File: src/logic/scvf_pkg.sv
// package: constants for the speech command decoder block
`default_nettype none
package scvf_pkg;
   // ======================================================
   // command opcodes (first byte)
   localparam logic [7:0] OP_AMP_GAIN    = 8'h00;
   localparam logic [7:0] OP_FADE_CFG    = 8'h0C;
   localparam logic [7:0] OP_FLASH_DIR   = 8'h10;
   localparam logic [7:0] OP_WDT_CLEAR   = 8'h14;
   localparam logic [7:0] OP_SLEEP       = 8'h20;
   localparam logic [7:0] OP_WAKE        = 8'h01;
   localparam logic [3:0] OP_PHRASE_HI   = 4'h3;
   // ======================================================
   // field layouts and defaults
   localparam int         GAIN_LSB       = 2;
   localparam int         STEP_LSB       = 1;
   localparam logic [3:0] GAIN_DEFAULT   = 4'h8;
   localparam logic [7:0] UNLOCK_BLOCKED = 8'h69;
   // ======================================================
   // register byte offsets and field bit positions
   localparam logic [7:0] REG_CTRL       = 8'h00;
   localparam logic [7:0] REG_STATUS     = 8'h04;
   localparam logic [7:0] REG_VOLUME     = 8'h08;
   localparam logic [7:0] REG_PHRASE0    = 8'h0C;
   localparam int         RATE_LSB       = 8;
   localparam int         CUR_VOL_LSB    = 8;
   // ======================================================
   // timing
   localparam int         SYS_CLK_HZ     = 25_000_000;
   localparam int         GRP_NS_10K7    = 23_440;
   localparam int         GRP_NS_6K4     = 39_060;
   localparam int         GRP_NS_8K      = 31_250;
   localparam int         GRP_NS_11K     = 22_680;
   localparam int         GRP_NS_12K     = 20_830;
   localparam int         RAMP_NUM       = 264;
   localparam int         RAMP_DEN       = 256;
   localparam int         SLEEP_TIME_US  = 200;
   localparam int         SLEEP_CYCLES   = SLEEP_TIME_US * (SYS_CLK_HZ / 1_000_000);
   typedef enum logic [2:0] {
      RATE_10K7 = 3'h0,
      RATE_6K4  = 3'h1,
      RATE_8K   = 3'h2,
      RATE_11K  = 3'h3,
      RATE_12K  = 3'h4
   } scvf_rate_t;
   typedef enum logic [2:0] {
      ST_OPCODE = 3'b001,
      ST_ARG    = 3'b010,
      ST_DIRECT = 3'b100
   } scvf_state_t;
endpackage : scvf_pkg
`default_nettype wire

File: src/logic/scvf_top.sv
// speech command decoder: gain, fade, flash unlock, watchdog clear, sleep, phrase select
`default_nettype none
module scvf_top #(
   parameter int             NUM_CH        = 4,
   parameter int             SLEEP_CYC     = scvf_pkg::SLEEP_CYCLES,
   parameter logic [7:0]     UNLOCK_RESET  = 8'h00
) (
   input  wire logic               i_sys_clk,
   input  wire logic               i_arst_n,
   input  wire logic               i_link_sck,
   input  wire logic               i_link_sdi,
   input  wire logic               i_link_csn,
   input  wire logic [NUM_CH-1:0]  i_channel_busy_n,
   input  wire logic               i_psel,
   input  wire logic               i_penable,
   input  wire logic               i_pwrite,
   input  wire logic [7:0]         i_paddr,
   input  wire logic [31:0]        i_pwdata,
   output logic [31:0]             o_prdata,
   output logic                    o_pready,
   output logic                    o_pslverr,
   output logic [3:0]              o_amp_gain_code,
   output logic                    o_fade_en,
   output logic [2:0]              o_ramp_step_select,
   output logic [6:0]              o_volume,
   output logic                    o_flash_direct,
   output logic                    o_wdt_clear,
   output logic                    o_sleep,
   output logic                    o_osc_stop,
   output logic [NUM_CH-1:0]       o_phrase_load
);
   // ======================================================
   // reset release
   logic [1:0] rst_sync_q;
   logic       rst_n;
   always_ff @(posedge i_sys_clk or negedge i_arst_n) begin
      if (!i_arst_n) rst_sync_q <= 2'h0;
      else rst_sync_q <= {rst_sync_q[0], 1'b1};
   end
   assign rst_n = rst_sync_q[1];

   // ======================================================
   // link pin sampling: three flops, level counts once stages 2 and 3 agree
   logic [2:0] sck_q, sdi_q, csn_q;
   logic       sck_f_q, csn_f_q, sck_rise;
   always_ff @(posedge i_sys_clk or negedge rst_n) begin
      if (!rst_n) begin
         sck_q   <= 3'h0;
         sdi_q   <= 3'h0;
         csn_q   <= 3'h7;
         sck_f_q <= 1'b0;
         csn_f_q <= 1'b1;
      end else begin
         sck_q <= {sck_q[1:0], i_link_sck};
         sdi_q <= {sdi_q[1:0], i_link_sdi};
         csn_q <= {csn_q[1:0], i_link_csn};
         if (sck_q[1] == sck_q[2]) sck_f_q <= sck_q[2];
         if (csn_q[1] == csn_q[2]) csn_f_q <= csn_q[2];
      end
   end
   assign sck_rise = (sck_q[1] == sck_q[2]) && sck_q[2] && !sck_f_q;

   // ======================================================
   // byte assembly, msb first
   logic [6:0] shift_q;
   logic [2:0] bit_cnt_q;
   logic       byte_vld;
   logic [7:0] byte_val;
   always_ff @(posedge i_sys_clk or negedge rst_n) begin
      if (!rst_n) begin
         shift_q   <= 7'h00;
         bit_cnt_q <= 3'h0;
      end else if (csn_f_q) begin
         bit_cnt_q <= 3'h0;
      end else if (sck_rise) begin
         shift_q   <= {shift_q[5:0], sdi_q[2]};
         bit_cnt_q <= bit_cnt_q + 3'h1;
      end
   end
   assign byte_vld = !csn_f_q && sck_rise && (bit_cnt_q == 3'h7);
   assign byte_val = {shift_q, sdi_q[2]};

   // ======================================================
   // command decode
   scvf_pkg::scvf_state_t state_q;
   logic [7:0]  op_q;
   logic [7:0]  unlock_stored_q;
   logic [2:0]  rate_q;
   logic [6:0]  target_q;
   logic        sleep_go;
   logic [9:0]  phrase_q [NUM_CH];

   function automatic logic is_two_byte(input logic [7:0] b);
      return (b == scvf_pkg::OP_AMP_GAIN) || (b == scvf_pkg::OP_FADE_CFG) ||
             (b == scvf_pkg::OP_FLASH_DIR) || (b[7:4] == scvf_pkg::OP_PHRASE_HI);
   endfunction : is_two_byte

   // power-down is refused while any channel is busy
   assign sleep_go = byte_vld && (state_q == scvf_pkg::ST_OPCODE) && !o_sleep &&
                     (byte_val == scvf_pkg::OP_SLEEP) && (&i_channel_busy_n);

   always_ff @(posedge i_sys_clk or negedge rst_n) begin
      if (!rst_n) begin
         state_q        <= scvf_pkg::ST_OPCODE;
         op_q           <= 8'h00;
         o_flash_direct <= 1'b0;
      end else begin
         case (state_q)
            scvf_pkg::ST_OPCODE: begin
               if (byte_vld && !o_sleep && is_two_byte(byte_val)) begin
                  op_q    <= byte_val;
                  state_q <= scvf_pkg::ST_ARG;
               end
            end
            scvf_pkg::ST_ARG: begin
               if (byte_vld) begin
                  state_q <= scvf_pkg::ST_OPCODE;
                  if (op_q == scvf_pkg::OP_FLASH_DIR &&
                      unlock_stored_q != scvf_pkg::UNLOCK_BLOCKED &&
                      byte_val == unlock_stored_q) begin
                     state_q        <= scvf_pkg::ST_DIRECT;
                     o_flash_direct <= 1'b1;
                  end
               end
            end
            // serial traffic now belongs to the flash; only reset leaves
            scvf_pkg::ST_DIRECT: state_q <= scvf_pkg::ST_DIRECT;
            default: state_q <= scvf_pkg::ST_OPCODE;
         endcase
      end
   end

   logic arg_done;
   assign arg_done = byte_vld && (state_q == scvf_pkg::ST_ARG);

   // gain and fade settings take effect regardless of channel readiness
   always_ff @(posedge i_sys_clk or negedge rst_n) begin
      if (!rst_n) begin
         o_amp_gain_code    <= scvf_pkg::GAIN_DEFAULT;
         o_fade_en          <= 1'b0;
         o_ramp_step_select <= 3'h0;
      end else if (sleep_go) begin
         o_amp_gain_code    <= scvf_pkg::GAIN_DEFAULT;
         o_fade_en          <= 1'b0;
         o_ramp_step_select <= 3'h0;
      end else if (arg_done && op_q == scvf_pkg::OP_AMP_GAIN) begin
         o_amp_gain_code <= byte_val[scvf_pkg::GAIN_LSB +: 4];
      end else if (arg_done && op_q == scvf_pkg::OP_FADE_CFG) begin
         o_fade_en          <= byte_val[0];
         o_ramp_step_select <= byte_val[scvf_pkg::STEP_LSB +: 3];
      end
   end

   // phrase is only stored; playback waits for a later start command
   always_ff @(posedge i_sys_clk or negedge rst_n) begin
      if (!rst_n) begin
         o_phrase_load <= '0;
         for (int c = 0; c < NUM_CH; c++) phrase_q[c] <= 10'h000;
      end else begin
         o_phrase_load <= '0;
         if (sleep_go) begin
            for (int c = 0; c < NUM_CH; c++) phrase_q[c] <= 10'h000;
         end else if (arg_done && op_q[7:4] == scvf_pkg::OP_PHRASE_HI) begin
            phrase_q[op_q[1:0]]      <= {op_q[3:2], byte_val};
            o_phrase_load[op_q[1:0]] <= 1'b1;
         end
      end
   end

   // ======================================================
   // watchdog clear, sleep and oscillator stop
   logic [$clog2(SLEEP_CYC+1)-1:0] sleep_cnt_q;
   always_ff @(posedge i_sys_clk or negedge rst_n) begin
      if (!rst_n) begin
         o_wdt_clear <= 1'b0;
         o_sleep     <= 1'b0;
         o_osc_stop  <= 1'b0;
         sleep_cnt_q <= '0;
      end else begin
         o_wdt_clear <= byte_vld && !o_sleep && state_q == scvf_pkg::ST_OPCODE &&
                        byte_val == scvf_pkg::OP_WDT_CLEAR;
         if (sleep_go) begin
            o_sleep     <= 1'b1;
            sleep_cnt_q <= '0;
         end else if (o_sleep && byte_vld && byte_val == scvf_pkg::OP_WAKE) begin
            o_sleep    <= 1'b0;
            o_osc_stop <= 1'b0;
         end else if (o_sleep && !o_osc_stop) begin
            // the clock must keep running until processing is over
            if (sleep_cnt_q == ($bits(sleep_cnt_q))'(SLEEP_CYC - 1)) o_osc_stop <= 1'b1;
            else sleep_cnt_q <= sleep_cnt_q + ($bits(sleep_cnt_q))'(1);
         end
      end
   end

   // ======================================================
   // volume ramp
   function automatic logic [11:0] grp_cycles(input logic [2:0] r);
      int ns;
      case (r)
         scvf_pkg::RATE_6K4: ns = scvf_pkg::GRP_NS_6K4;
         scvf_pkg::RATE_8K:  ns = scvf_pkg::GRP_NS_8K;
         scvf_pkg::RATE_11K: ns = scvf_pkg::GRP_NS_11K;
         scvf_pkg::RATE_12K: ns = scvf_pkg::GRP_NS_12K;
         default:            ns = scvf_pkg::GRP_NS_10K7;
      endcase
      return 12'((ns * (scvf_pkg::SYS_CLK_HZ / 1_000_000)) / 1000);
   endfunction : grp_cycles

   logic [11:0] grp_cnt_q;
   logic [7:0]  unit_cnt_q;
   logic [7:0]  unit_len;
   logic        grp_tick;
   // ceil(264 * 2^s / 256) periods per volume code unit
   assign unit_len = 8'((scvf_pkg::RAMP_NUM * (32'd1 << o_ramp_step_select)
                     + scvf_pkg::RAMP_DEN - 1) / scvf_pkg::RAMP_DEN);
   // a rate change can leave the count past the new period end; >= ends it at once
   // instead of letting it run round the full counter range
   assign grp_tick = (grp_cnt_q >= grp_cycles(rate_q) - 12'h001);

   always_ff @(posedge i_sys_clk or negedge rst_n) begin
      if (!rst_n) begin
         grp_cnt_q  <= 12'h000;
         unit_cnt_q <= 8'h00;
         o_volume   <= 7'h00;
      end else begin
         grp_cnt_q <= grp_tick ? 12'h000 : grp_cnt_q + 12'h001;
         if (!o_fade_en) begin
            o_volume   <= target_q;
            unit_cnt_q <= 8'h00;
         end else if (o_volume == target_q) begin
            unit_cnt_q <= 8'h00;
         end else if (grp_tick) begin
            if (unit_cnt_q >= unit_len - 8'h01) begin
               unit_cnt_q <= 8'h00;
               o_volume   <= (o_volume < target_q) ? o_volume + 7'h01
                                                   : o_volume - 7'h01;
            end else begin
               unit_cnt_q <= unit_cnt_q + 8'h01;
            end
         end
      end
   end

   // ======================================================
   // apb slave: one wait-free access, answer registered
   logic access, wr;
   logic [31:0] rd_mux;
   logic        hit;
   assign access = i_psel && i_penable && o_pready;
   assign wr     = access && i_pwrite;

   always_comb begin
      rd_mux = 32'h0000_0000;
      hit    = 1'b1;
      if (i_paddr == scvf_pkg::REG_CTRL)
         rd_mux = {21'h0, rate_q, unlock_stored_q};
      else if (i_paddr == scvf_pkg::REG_STATUS)
         rd_mux = {20'h0, o_osc_stop, o_sleep, o_flash_direct, o_fade_en,
                   o_ramp_step_select, o_amp_gain_code, o_wdt_clear};
      else if (i_paddr == scvf_pkg::REG_VOLUME)
         rd_mux = {17'h0, o_volume, 1'b0, target_q};
      else if (i_paddr >= scvf_pkg::REG_PHRASE0 && i_paddr[1:0] == 2'h0 &&
               i_paddr < scvf_pkg::REG_PHRASE0 + 8'(4 * NUM_CH))
         rd_mux = {22'h0, phrase_q[2'((i_paddr - scvf_pkg::REG_PHRASE0) >> 2)]};
      else
         hit = 1'b0;
   end

   always_ff @(posedge i_sys_clk or negedge rst_n) begin
      if (!rst_n) begin
         o_pready  <= 1'b0;
         o_prdata  <= 32'h0000_0000;
         o_pslverr <= 1'b0;
      end else begin
         o_pready  <= i_psel && !i_penable;
         o_prdata  <= (i_psel && !i_penable && !i_pwrite) ? rd_mux : 32'h0000_0000;
         o_pslverr <= i_psel && !i_penable && !hit;
      end
   end

   always_ff @(posedge i_sys_clk or negedge rst_n) begin
      if (!rst_n) begin
         unlock_stored_q <= UNLOCK_RESET;
         rate_q          <= scvf_pkg::RATE_10K7;
         target_q        <= 7'h00;
      end else if (wr && i_paddr == scvf_pkg::REG_CTRL) begin
         unlock_stored_q <= i_pwdata[7:0];
         rate_q          <= i_pwdata[scvf_pkg::RATE_LSB +: 3];
      end else if (wr && i_paddr == scvf_pkg::REG_VOLUME) begin
         target_q <= i_pwdata[6:0];
      end
   end
endmodule : scvf_top
`default_nettype wire

File: config.mk
export PLATFORM = sky130hd
export DESIGN_NAME = scvf_top
export DESIGN_NICKNAME = d
export VERILOG_FILES = /design/src/logic/scvf_pkg.sv /design/src/logic/scvf_top.sv
export SDC_FILE = /design/constraint.sdc
export NUM_CORES = 1
export LEC_CHECK = 0
export BUFFER_PORTS_ARGS = -buffer_cell sky130_fd_sc_hd__buf_4
export CORE_UTILIZATION = 42
export DETAILED_ROUTE_END_ITERATION = 8
export PLACE_DENSITY = 0.57
export SLEW_MARGIN = 0
export SYNTH_ARGS = -nofsm -noshare
export SYNTH_HDL_FRONTEND = slang
export SYNTH_SLANG_ARGS = --single-unit
File: constraint.sdc
create_clock -name i_sys_clk -period 10.15 [get_ports i_sys_clk]
set_input_delay 0.5075 -clock i_sys_clk [delete_from_list [all_inputs] [get_ports i_sys_clk]]
set_output_delay 0.5075 -clock i_sys_clk [all_outputs]
set_load 0.005 [all_outputs]
# Word level (Yosys, flattened, before mapping)
# Cells that the tools add are included.
[op_classes]
add_sub_neg = 11
multipliers = 2
n_div = 1
order_cmp = 10
eq_ne = 34
n_shift = 1
mux = 55
n_bitwise = 5
n_reduce_logical = 65
[ops]
columns = ["operator", "n"]
rows = [
  ["40-bit two-way mux", 2],
  ["16-bit one-hot mux with 4 select lines", 1],
  ["13-bit two-way mux", 4],
  ["15-bit two-way mux", 3],
  ["40-bit bitwise mux", 1],
  ["10-bit two-way mux", 4],
  ["7-bit two-way mux", 5],
  ["1-bit logical AND", 33],
  ["32-bit by 11-bit divider with 32-bit output (second input constant)", 1],
  ["32-bit by 6-bit multiplier with 32-bit output (second input constant)", 1],
  ["6-bit by 32-bit multiplier with 13-bit output (first input constant)", 1],
  ["32-bit two-way mux", 1],
  ["8-bit two-way mux", 4],
  ["1-bit by 3-bit << shifter with 32-bit output (first input constant)", 1],
  ["8-bit by 4-bit == test with 1-bit output (second input constant)", 3],
  ["8-bit by 5-bit == test with 1-bit output (second input constant)", 3],
  ["8-bit zero test", 3],
  ["3-bit two-way mux", 8],
  ["10-bit binary-select mux with 2-bit select", 1],
  ["10-bit demux with 2-bit select", 1],
  ["16-bit by 9-bit adder with 16-bit output (second input constant)", 1],
  ["4-bit two-way mux", 4],
  ["2-bit nonzero test", 8],
  ["16-bit by 1-bit subtractor with 16-bit output (second input constant)", 1],
  ["other kinds (45)", 89],
]
[totals]
register_bits = 182
latchBits = 0
ram_bits = 0
rom_bits = 0
inputBits = 52
out_inout_bits = 57
elab_cells = 216
n_memories = 0

# Logic depth before layout (Yosys ltp)
# Gate-level depths: netlist of run 1.
[logic_depth]
depth_word = 11
mapped_depth = 72
ltp_nobuf = 59

# Worst setup path after synthesis of run 1
# No wires, ideal clock.
[synth_timing]
path_kind = "flip-flop to flip-flop"
startpoint = "register rate_q[1]"
endpoint = "register o_volume[6]"
setup_time_ns = 0.137
arrival_ns = 13.832
required_time_ns = 10.013
slack_ns = -3.819
stages_incl_launch_ff = 64
path_buffers = 9
synth_period_minus_slack_ns = 13.969
path_cell_list = "dfrtp_1 -> buf_4 -> nor3b_1 -> clkbuf_1 -> nor2_1 -> ha_1 -> fa_1 -> ha_1 -> ha_1 -> buf_2 -> and4_1 -> and4_1 -> nand4b_1 -> and4_1 -> clkbuf_1 -> or3_1 -> buf_2 -> or4_1 -> [28 not listed] -> ha_1 -> inv_1 -> ha_1 -> a21o_1 -> a21oi_1 -> nor2b_1 -> o21ai_0 -> nand2b_1 -> a21oi_1 -> nor2b_1 -> o21ai_0 -> nand2b_1 -> a21oi_1 -> o21ai_1 -> nand3_1 -> nor2b_1 -> xnor2_1 -> a21oi_1"
[synth_via]
elab_chain_cells = 8
word_cells_on_any_way = 11
cone_classes = "add/sub: 1; mul: 1; div: 1; order compare: 1; eq/ne: 5; mux: 1; reduce/logical: 1"
[synth_lines]
columns = ["element", "line_no", "rtl"]
rows = [
  ["start, declared", "scvf_top.sv:88", "logic [2:0] rate_q;"],
  ["start signal, assigned", "scvf_top.sv:285", "rate_q <= scvf_pkg::RATE_10K7;"],
  ["start signal, assigned", "scvf_top.sv:289", "rate_q <= i_pwdata[scvf_pkg::RATE_LSB +: 3];"],
  ["3-bit == test (tied with other cells)", "scvf_top.sv:200", "case (r)"],
  ["16-bit one-hot mux with 4 select lines *", "scvf_top.sv:200", ""],
  ["32-bit by 6-bit multiplier with 32-bit output *", "scvf_top.sv:207", "return 12'((ns * (scvf_pkg::SYS_CLK_HZ / 1_000_000)) / 1000);"],
  ["32-bit by 11-bit divider with 32-bit output *", "scvf_top.sv:207", ""],
  ["12-bit by 1-bit subtractor with 12-bit output *", "scvf_top.sv:219", "assign grp_tick = (grp_cnt_q >= grp_cycles(rate_q) - 12'h001);"],
  ["12-bit greater-or-equal comparator *", "scvf_top.sv:219", ""],
  ["2-bit by 1-bit inequality test with 1-bit output (no line) *", "-", ""],
  ["3-bit AND reduction (no line) *", "-", ""],
  ["end signal, assigned", "scvf_top.sv:229", "o_volume <= target_q;"],
  ["end signal, assigned", "scvf_top.sv:236", "o_volume <= (o_volume < target_q) ? o_volume + 7'h01"],
  ["end, declared", "scvf_top.sv:25", "output logic [6:0] o_volume,"],
]
# Every way passes the cells marked *; elsewhere a longest branch is shown, timed or not.
# A chain may end at the register's enable or synchronous reset.

# Final worst setup path of run 1
[layout_timing]
startpoint = "register rate_q[2]"
endpoint = "register o_volume[0]"
# Same word-level chain as after synthesis.

==> qor.csv, run 1 <==
stage;metric;value;unit
run_status;status;complete, but fails checks;
run_status;failing checks;negative setup slack;
sta;final worst slack;-2.907;ns
worst_hold_path;Hold WC Path Type;primary input to flop;
clock_tree;Num CTS Buffers;17;
route;Via density;5.574;
setup_path;Crit path top cell by count;buf_4;
floorplan;I/O pins;109;
clock_tree;Num Clock Sinks;165;
final_layout;Layout Utilization;0.5941;
setup_path;CP Data Required Time;10.43;ns
sta;unrepaired setup endpoints after global routing;yes;
power;NetSw;799.0;uW
setup_path;R2R depth;64;
synthesis;cell taking the most area after synthesis;dfrtp_1;
setup_path;R2R setup slack;-2.91;ns
route;TritonRoute pass-1 iters;5;
final_layout;layout cells sized above 1;0.3719;
sta;Post-Route Skew;0.01042;ns
power;Seq pwr share;0.321;
final_layout;Area Growth Syn to Fin;39.03;%
global_routing;number of global-route vias before repair;13800;
sta;maximum clock frequency;76.59;MHz
power;Power Density;116.6;nW/um2
synthesis;Post-synth ARST share;1.000;
synthesis;Synth Register Bits;165;
final_layout;Inserted Diodes;0;
power;clock share of power;0.263;
place;pre-CTS WS;-3.109;ns
synthesis;Synth Area per Inst;8.640;um2
global_routing;initial antenna violation count;0;
worst_hold_path;hold wc startpoint;i_link_csn;
global_routing;GRT Util Overall;0.2606;
sta;final hold vios;0;
route;Iteration-0 DRC Markers;667;
clock_tree;CTS tree;done;
place;hpwl dp;33080;um
floorplan;row count;66;
global_routing;grt total ovfl;0;
final_layout;Final Instance Area;19380;um2
synthesis;Ys Warns;0;
setup_path;crit path max-delay cell type;or4_4;
sta;Final Cycle Share;1.286;
sta;worst hold slack;0.1828;ns
setup_path;crit path launch type;flop;
setup_path;r2r endpoint;o_volume[0];
sta;Final min period;13.06;ns
floorplan;core area;32620;um2
sta;Post-Route Setup TNS;-72.55;ns
synthesis;Synth Flop Type;dfrtp_1;
floorplan;Die Y;184.2;um
power;Pint;1460;uW
power;Comb pwr share;0.417;
place;buffers added on ports;70;
route;residual DRC count;0;
global_routing;pin count of the biggest net entering global routing;77;
synthesis;top post-synthesis cells by area;dfrtp_1, ha_1, nor2_1;
global_routing;first-pass GRT wire length;71080;um
final_layout;Post-layout nets;2194;
clock_tree;root cell of the clock tree;clkbuf_16;
synthesis;Post-Syn Area;13940;um2
synthesis;post-synth cell types;112;
floorplan;Die Wd;184.2;um
setup_path;r2r startpoint;rate_q[2];
clock_tree;clk_lat worst skew;0.43;ns
final_layout;most frequent cells in the layout;buf_4, dfrtp_1, nor2_1;
synthesis;post-synthesis sequential area ratio;0.2968;
route;Routed wire per std cell;17.31;um
setup_path;crit end category;flop;
clock_tree;Max clock buf depth;2;
clock_tree;Worst-path clk slew;0.06;ns
floorplan;initial core utilization;0.4273;
place;placer congestion estimate;0.9133;
route;ANT nets after route;0;
setup_path;critical path arrival;13.34;ns
place;placed inst area;17680;um2
worst_hold_path;Hold Path End;csn_q[0];
worst_hold_path;Worst Hold Path Cells;1;
sta;Max Slew Vio Count;0;
power;sw frac;0.3538;
synthesis;Post-synth EDFFs;0;
setup_path;delay of the slowest critical-path stage;0.59;ns
sta;worst slew pin tran;1.122;ns
synthesis;Post-Synthesis Cells;1613;
sta;Slew Limit Headroom;0.2485;
setup_path;Max Fanout on Critical Path;8;
setup_path;Crit Path Category;flop to flop;
power;VDD IR max;0.1486;mV
sta;Final setup viols;26;
run;max-cap viol count;0;
synthesis;post-synth top area share;0.2855;
route;vias post-DR;13970;
final_layout;most common cell after layout, fill and taps aside;buf_4;
clock_tree;H-tree levels;4;
power;Leakage;0.008805;uW
route;Routed WL;43390;um
floorplan;die area;33920;um2
==> cells by family (layout without fill, tap and decap cells) <==
| group | Yosys count | count (layout) | synth area share |
|---|---|---|---|
| buf+inv | 145 | 576 | 0.04749 |
| mux | 56 | 56 | 0.05225 |
| flops | 165 | 165 | 0.2968 |
| xor+xnor | 91 | 91 | 0.05871 |
| fa+ha+maj | 91 | 91 | 0.08313 |
| compound gates | 463 | 464 | 0.2402 |
| simple gates | 600 | 601 | 0.2208 |
| other cells | 2 | 21 | 0.0005388 |
==> power by group through the flow <==
| stage | sequential [uW] | combinational, uW | clock (uW) |
|---|---|---|---|
| 3_5_place_dp | 736 | 797 | 0 |
| 5_1_grt | 729 | 1020 | 629 |
| 2_1_floorplan | 705 | 470 | 0 |
| 6_report | 725 | 941 | 593 |
| 3_3_place_gp | 736 | 794 | 0 |
| 4_1_cts | 724 | 873 | 602 |
==> layout make-up <==
type,instances,area [um2]
Fill cell,2851,13240
Timing Repair Buffer,498,3827
Clock inverter,12,93.84
Sequential cell,165,4143
Inverter,46,172.7
Multi-Input combinational cell,1324,10150
Clock buffer,20,436.7
Tap cell,442,553.0
==> critical path, delay by kind of cell, from the launching register on <==
kind                       cells  cell delay (ns)
AOI/OAI and AO/OA             28             5.81
xor gates and xnor gates       1             0.10
adders and majority gates      5             1.59
buffers and inverters         12             1.64
DFF                            1             0.41
muxes                          1             0.20
and+or+nand+nor               17             3.13
==> stage by stage <==
stage / total power, uW / instances
3_3_place_gp: 1530 / 2412
4_1_cts: 2200 / 2487
3_5_place_dp: 1534 / 2412
2_1_floorplan: 1175 / 1632
5_1_grt: 2379 / 2507
6_report: 2259 / 2507
==> timing repair <==
| item | 4_1_cts | 5_1_grt |
|---|---|---|
| endpoints found under the setup margin | 26 | 26 |
| gates resized for setup | 87 | 62 |
| gates cloned | 2 | 1 |
| hold buffers | 1 | 0 |
| pin swaps | 53 | 53 |
| setup buffers | 41 | 20 |
| hold endpoints to repair | 2 | 0 |
==> routing by layer <==
layer  global-route usage  routed length [um]  vias to the layer above  share of wire
met4              0.06800                 864                        0          0.020
met1               0.3303               18930                     6744           0.44
li1                     -                   -                     6871              -
met3              0.02411                1291                       65          0.030
met5                    0                   0                        -              0
met2               0.4720               22300                      293           0.51
==> state kept, by name, summed over array words and instances, names as in the netlist, 4 cells and up <==
register	count
phrase_q	40
o_prdata	15
sleep_cnt_q	13
grp_cnt_q	12
op_q	8
unit_cnt_q	8
unlock_stored_q	8
o_volume	7
shift_q	7
target_q	7
o_amp_gain_code	4
o_phrase_load	4
==> how the worst max path moves through the flow <==
stage | from | endpoint | slack, ns | cells after the start
2_1_floorplan | rate_q[0] | o_volume[6] | -2.61 | 60
3_3_place_gp | rate_q[0] | o_volume[6] | -3.09 | 60
3_5_place_dp | rate_q[0] | unit_cnt_q[3] | -3.11 | 59
4_1_cts | rate_q[0] | o_volume[2] | -2.62 | 60
5_1_grt | rate_q[2] | o_volume[2] | -3.40 | 61
6_report | rate_q[2] | o_volume[0] | -2.91 | 64
==> synthesized netlist by cell type (10+ instances only) <==
cell type and count:
dfrtp_1 159, nor2_1 153, nand2_1 132, a21oi_1 99, ha_1 87, o21ai_0 76, nand3_1 58, clkbuf_1 56
inv_1 45, xor2_1 45, xnor2_1 44, nor3_1 41, mux2_2 34, a211oi_1 27, nor2b_1 26, o211ai_1 26
and2_1 25, a21o_1 24, and3_1 23, a22o_1 22, nand2b_1 22, a31oi_1 21, buf_4 21, nand4_1 20
or3_1 20, nor4_1 16, buf_2 12, mux2i_1 12, o21ai_1 11, and4_1 10, mux4_2 10
No activity file was read; power rests on OpenSTA's default activity.
==> run 2, diff against run 1 <==
Settings changed: CELL_PAD_IN_SITES_DETAIL_PLACEMENT from default to 1, CELL_PAD_IN_SITES_GLOBAL_PLACEMENT from default to 2, CORE_UTILIZATION 42 to 41, PLACE_DENSITY 0.57 to 0.85, RECOVER_POWER from default to 50.
==> run 2 against run 1 <==
Against the previous run: the flow finishes with violations (max-capacitance violations, max-slew violations, negative setup slack); total power grew 2.6%; setup slack lost 0.25 ns; hold slack gained 0.0021 ns; sequential power is essentially flat; flip-flop and latch count is the same; clock power grew 2%.
==> qor.csv, run 2 (synthesized netlist as in run 1, its figures left out) <==
stage;metric;value;unit
run_status;status;complete, but fails checks;
run_status;failing checks;max-capacitance violations, max-slew violations, negative setup slack;
sta;Final min period;13.31;ns
route;ANT nets after route;0;
setup_path;Crit path top cell by count;buf_4;
setup_path;critical path arrival;13.67;ns
place;placed inst area;17730;um2
setup_path;Crit Path Category;flop to flop;
worst_hold_path;Hold Path End;csn_q[0];
setup_path;crit path launch type;flop;
sta;Slew Limit Headroom;-1.239;
sta;Final setup viols;26;
route;TritonRoute pass-1 iters;5;
place;placer congestion estimate;0.9192;
place;buffers added on ports;70;
power;sw frac;0.3571;
clock_tree;Num Clock Sinks;165;
clock_tree;Worst-path clk slew;0.06;ns
floorplan;Die Wd;186.4;um
sta;worst hold slack;0.1849;ns
sta;maximum clock frequency;75.12;MHz
global_routing;grt total ovfl;0;
floorplan;I/O pins;109;
global_routing;number of global-route vias before repair;15870;
sta;final worst slack;-3.162;ns
sta;Max Slew Vio Count;61;
route;Via density;5.851;
final_layout;most common cell after layout, fill and taps aside;buf_4;
setup_path;crit end category;flop;
setup_path;delay of the slowest critical-path stage;0.56;ns
final_layout;Post-layout nets;2205;
clock_tree;Num CTS Buffers;17;
worst_hold_path;Worst Hold Path Cells;1;
sta;Post-Route Skew;0.01144;ns
power;Power Density;118.7;nW/um2
route;residual DRC count;0;
floorplan;row count;67;
final_layout;layout cells sized above 1;0.3724;
global_routing;initial antenna violation count;1;
sta;worst slew pin tran;3.358;ns
final_layout;Inserted Diodes;0;
route;Routed wire per std cell;20.60;um
power;Leakage;0.008825;uW
route;Iteration-0 DRC Markers;671;
final_layout;final cell count without fillers;2524;
power;Pint;1490;uW
floorplan;die area;34730;um2
final_layout;max reg flops;40;
sta;Final Cycle Share;1.311;
final_layout;Final Instance Area;19530;um2
power;Tot Pwr;2318;uW
setup_path;R2R setup slack;-3.16;ns
final_layout;Area Growth Syn to Fin;40.09;%
floorplan;initial core utilization;0.4167;
setup_path;crit path max-delay cell type;or4_4;
floorplan;Die Y;186.4;um
place;Inst Count DP;2422;
clock_tree;clk_lat worst skew;0.44;ns
clock_tree;H-tree levels;4;
sta;final hold vios;0;
floorplan;core area;33450;um2
power;clock share of power;0.260;
worst_hold_path;Hold WC Path Type;primary input to flop;
place;pre-CTS WS;-3.639;ns
global_routing;first-pass GRT wire length;82940;um
sta;unrepaired setup endpoints after global routing;yes;
clock_tree;root cell of the clock tree;clkbuf_16;
setup_path;r2r startpoint;rate_q[2];
global_routing;GRT Util Overall;0.2930;
clock_tree;CTS tree;done;
setup_path;r2r endpoint;grp_cnt_q[3];
setup_path;Max Fanout on Critical Path;11;
global_routing;pin count of the biggest net entering global routing;75;
final_layout;leading registers by flop count;phrase_q (40), o_prdata (15), sleep_cnt_q (13);
clock_tree;Max clock buf depth;2;
power;Seq pwr share;0.313;
setup_path;CP Data Required Time;10.51;ns
worst_hold_path;hold wc startpoint;i_link_csn;
place;hpwl dp;38060;um
power;VDD IR max;0.1617;mV
setup_path;R2R depth;58;
final_layout;Top reg by flops;phrase_q;
route;vias post-DR;14770;
final_layout;most frequent cells in the layout;buf_4, dfrtp_1, nor2_1;
power;Comb pwr share;0.427;
route;Routed WL;52000;um
run;max-cap viol count;1;
power;NetSw;827.9;uW
## run 2: worst max path at each step
stage                    from             to  slack [ns]
finish              rate_q[2]   grp_cnt_q[3]       -3.16
global route        rate_q[2]    o_volume[2]       -3.74
CTS                 rate_q[1]  unit_cnt_q[3]       -2.85
detailed placement  rate_q[1]  unit_cnt_q[3]       -3.64
global placement    rate_q[1]    o_volume[6]       -3.11
floorplan           rate_q[0]    o_volume[6]       -2.61
## run 2: cell type report
type                       count  area (um2)
tap                          448       560.5
fill                        3880       13920
sequential                   165        4139
inverter                      46       172.7
clock inverter                 8       48.80
timing repair buffer         510        3870
multi-input combinational   1323       10230
clock buffer                  24       501.7
## run 2: per-stage QoR
step	setup TNS [ns]	utilization
global route	-94.65	0.5837
finish	-80.76	0.5837
global placement	-76.62	0.5300
floorplan	-64.20	-
CTS	-72.37	0.5719
detailed placement	-89.70	0.5300
## run 2: timing repair
action,CTS,global route
setup buffers,47,21
hold buffers,1,0
hold endpoints to repair,2,0
gates cloned,1,0
setup endpoints to repair,26,26
pin swaps,65,57
gates resized for setup,97,62
## run 2: power by group through the flow
stage | logic (uW) | clock network [uW] | registers (uW)
floorplan | 470 | 0 | 705
global placement | 800 | 0 | 735
detailed placement | 825 | 0 | 735
CTS | 932 | 615 | 724
global route | 1060 | 636 | 727
finish | 990 | 604 | 725
## run 2: routing by layer
layer / wire (um) / track usage / part of all wire / up-vias
met2: 27320 / 0.5420 / 0.53 / 306
met5: 9 / 0 / 0.00017 / -
li1: - / - / - / 6884
met1: 21450 / 0.3428 / 0.41 / 7457
met4: 1737 / 0.1157 / 0.033 / 2
met3: 1485 / 0.03348 / 0.029 / 118
## run 2: critical path: cells and delay by family (launching register included)
kind            cells  cell delay [ns]
xor+xnor            1             0.16
mux                 1             0.30
simple gates       11             2.18
buf+inv            11             1.78
compound gates     29             6.88
flops               1             0.44
fa+ha+maj           5             1.50
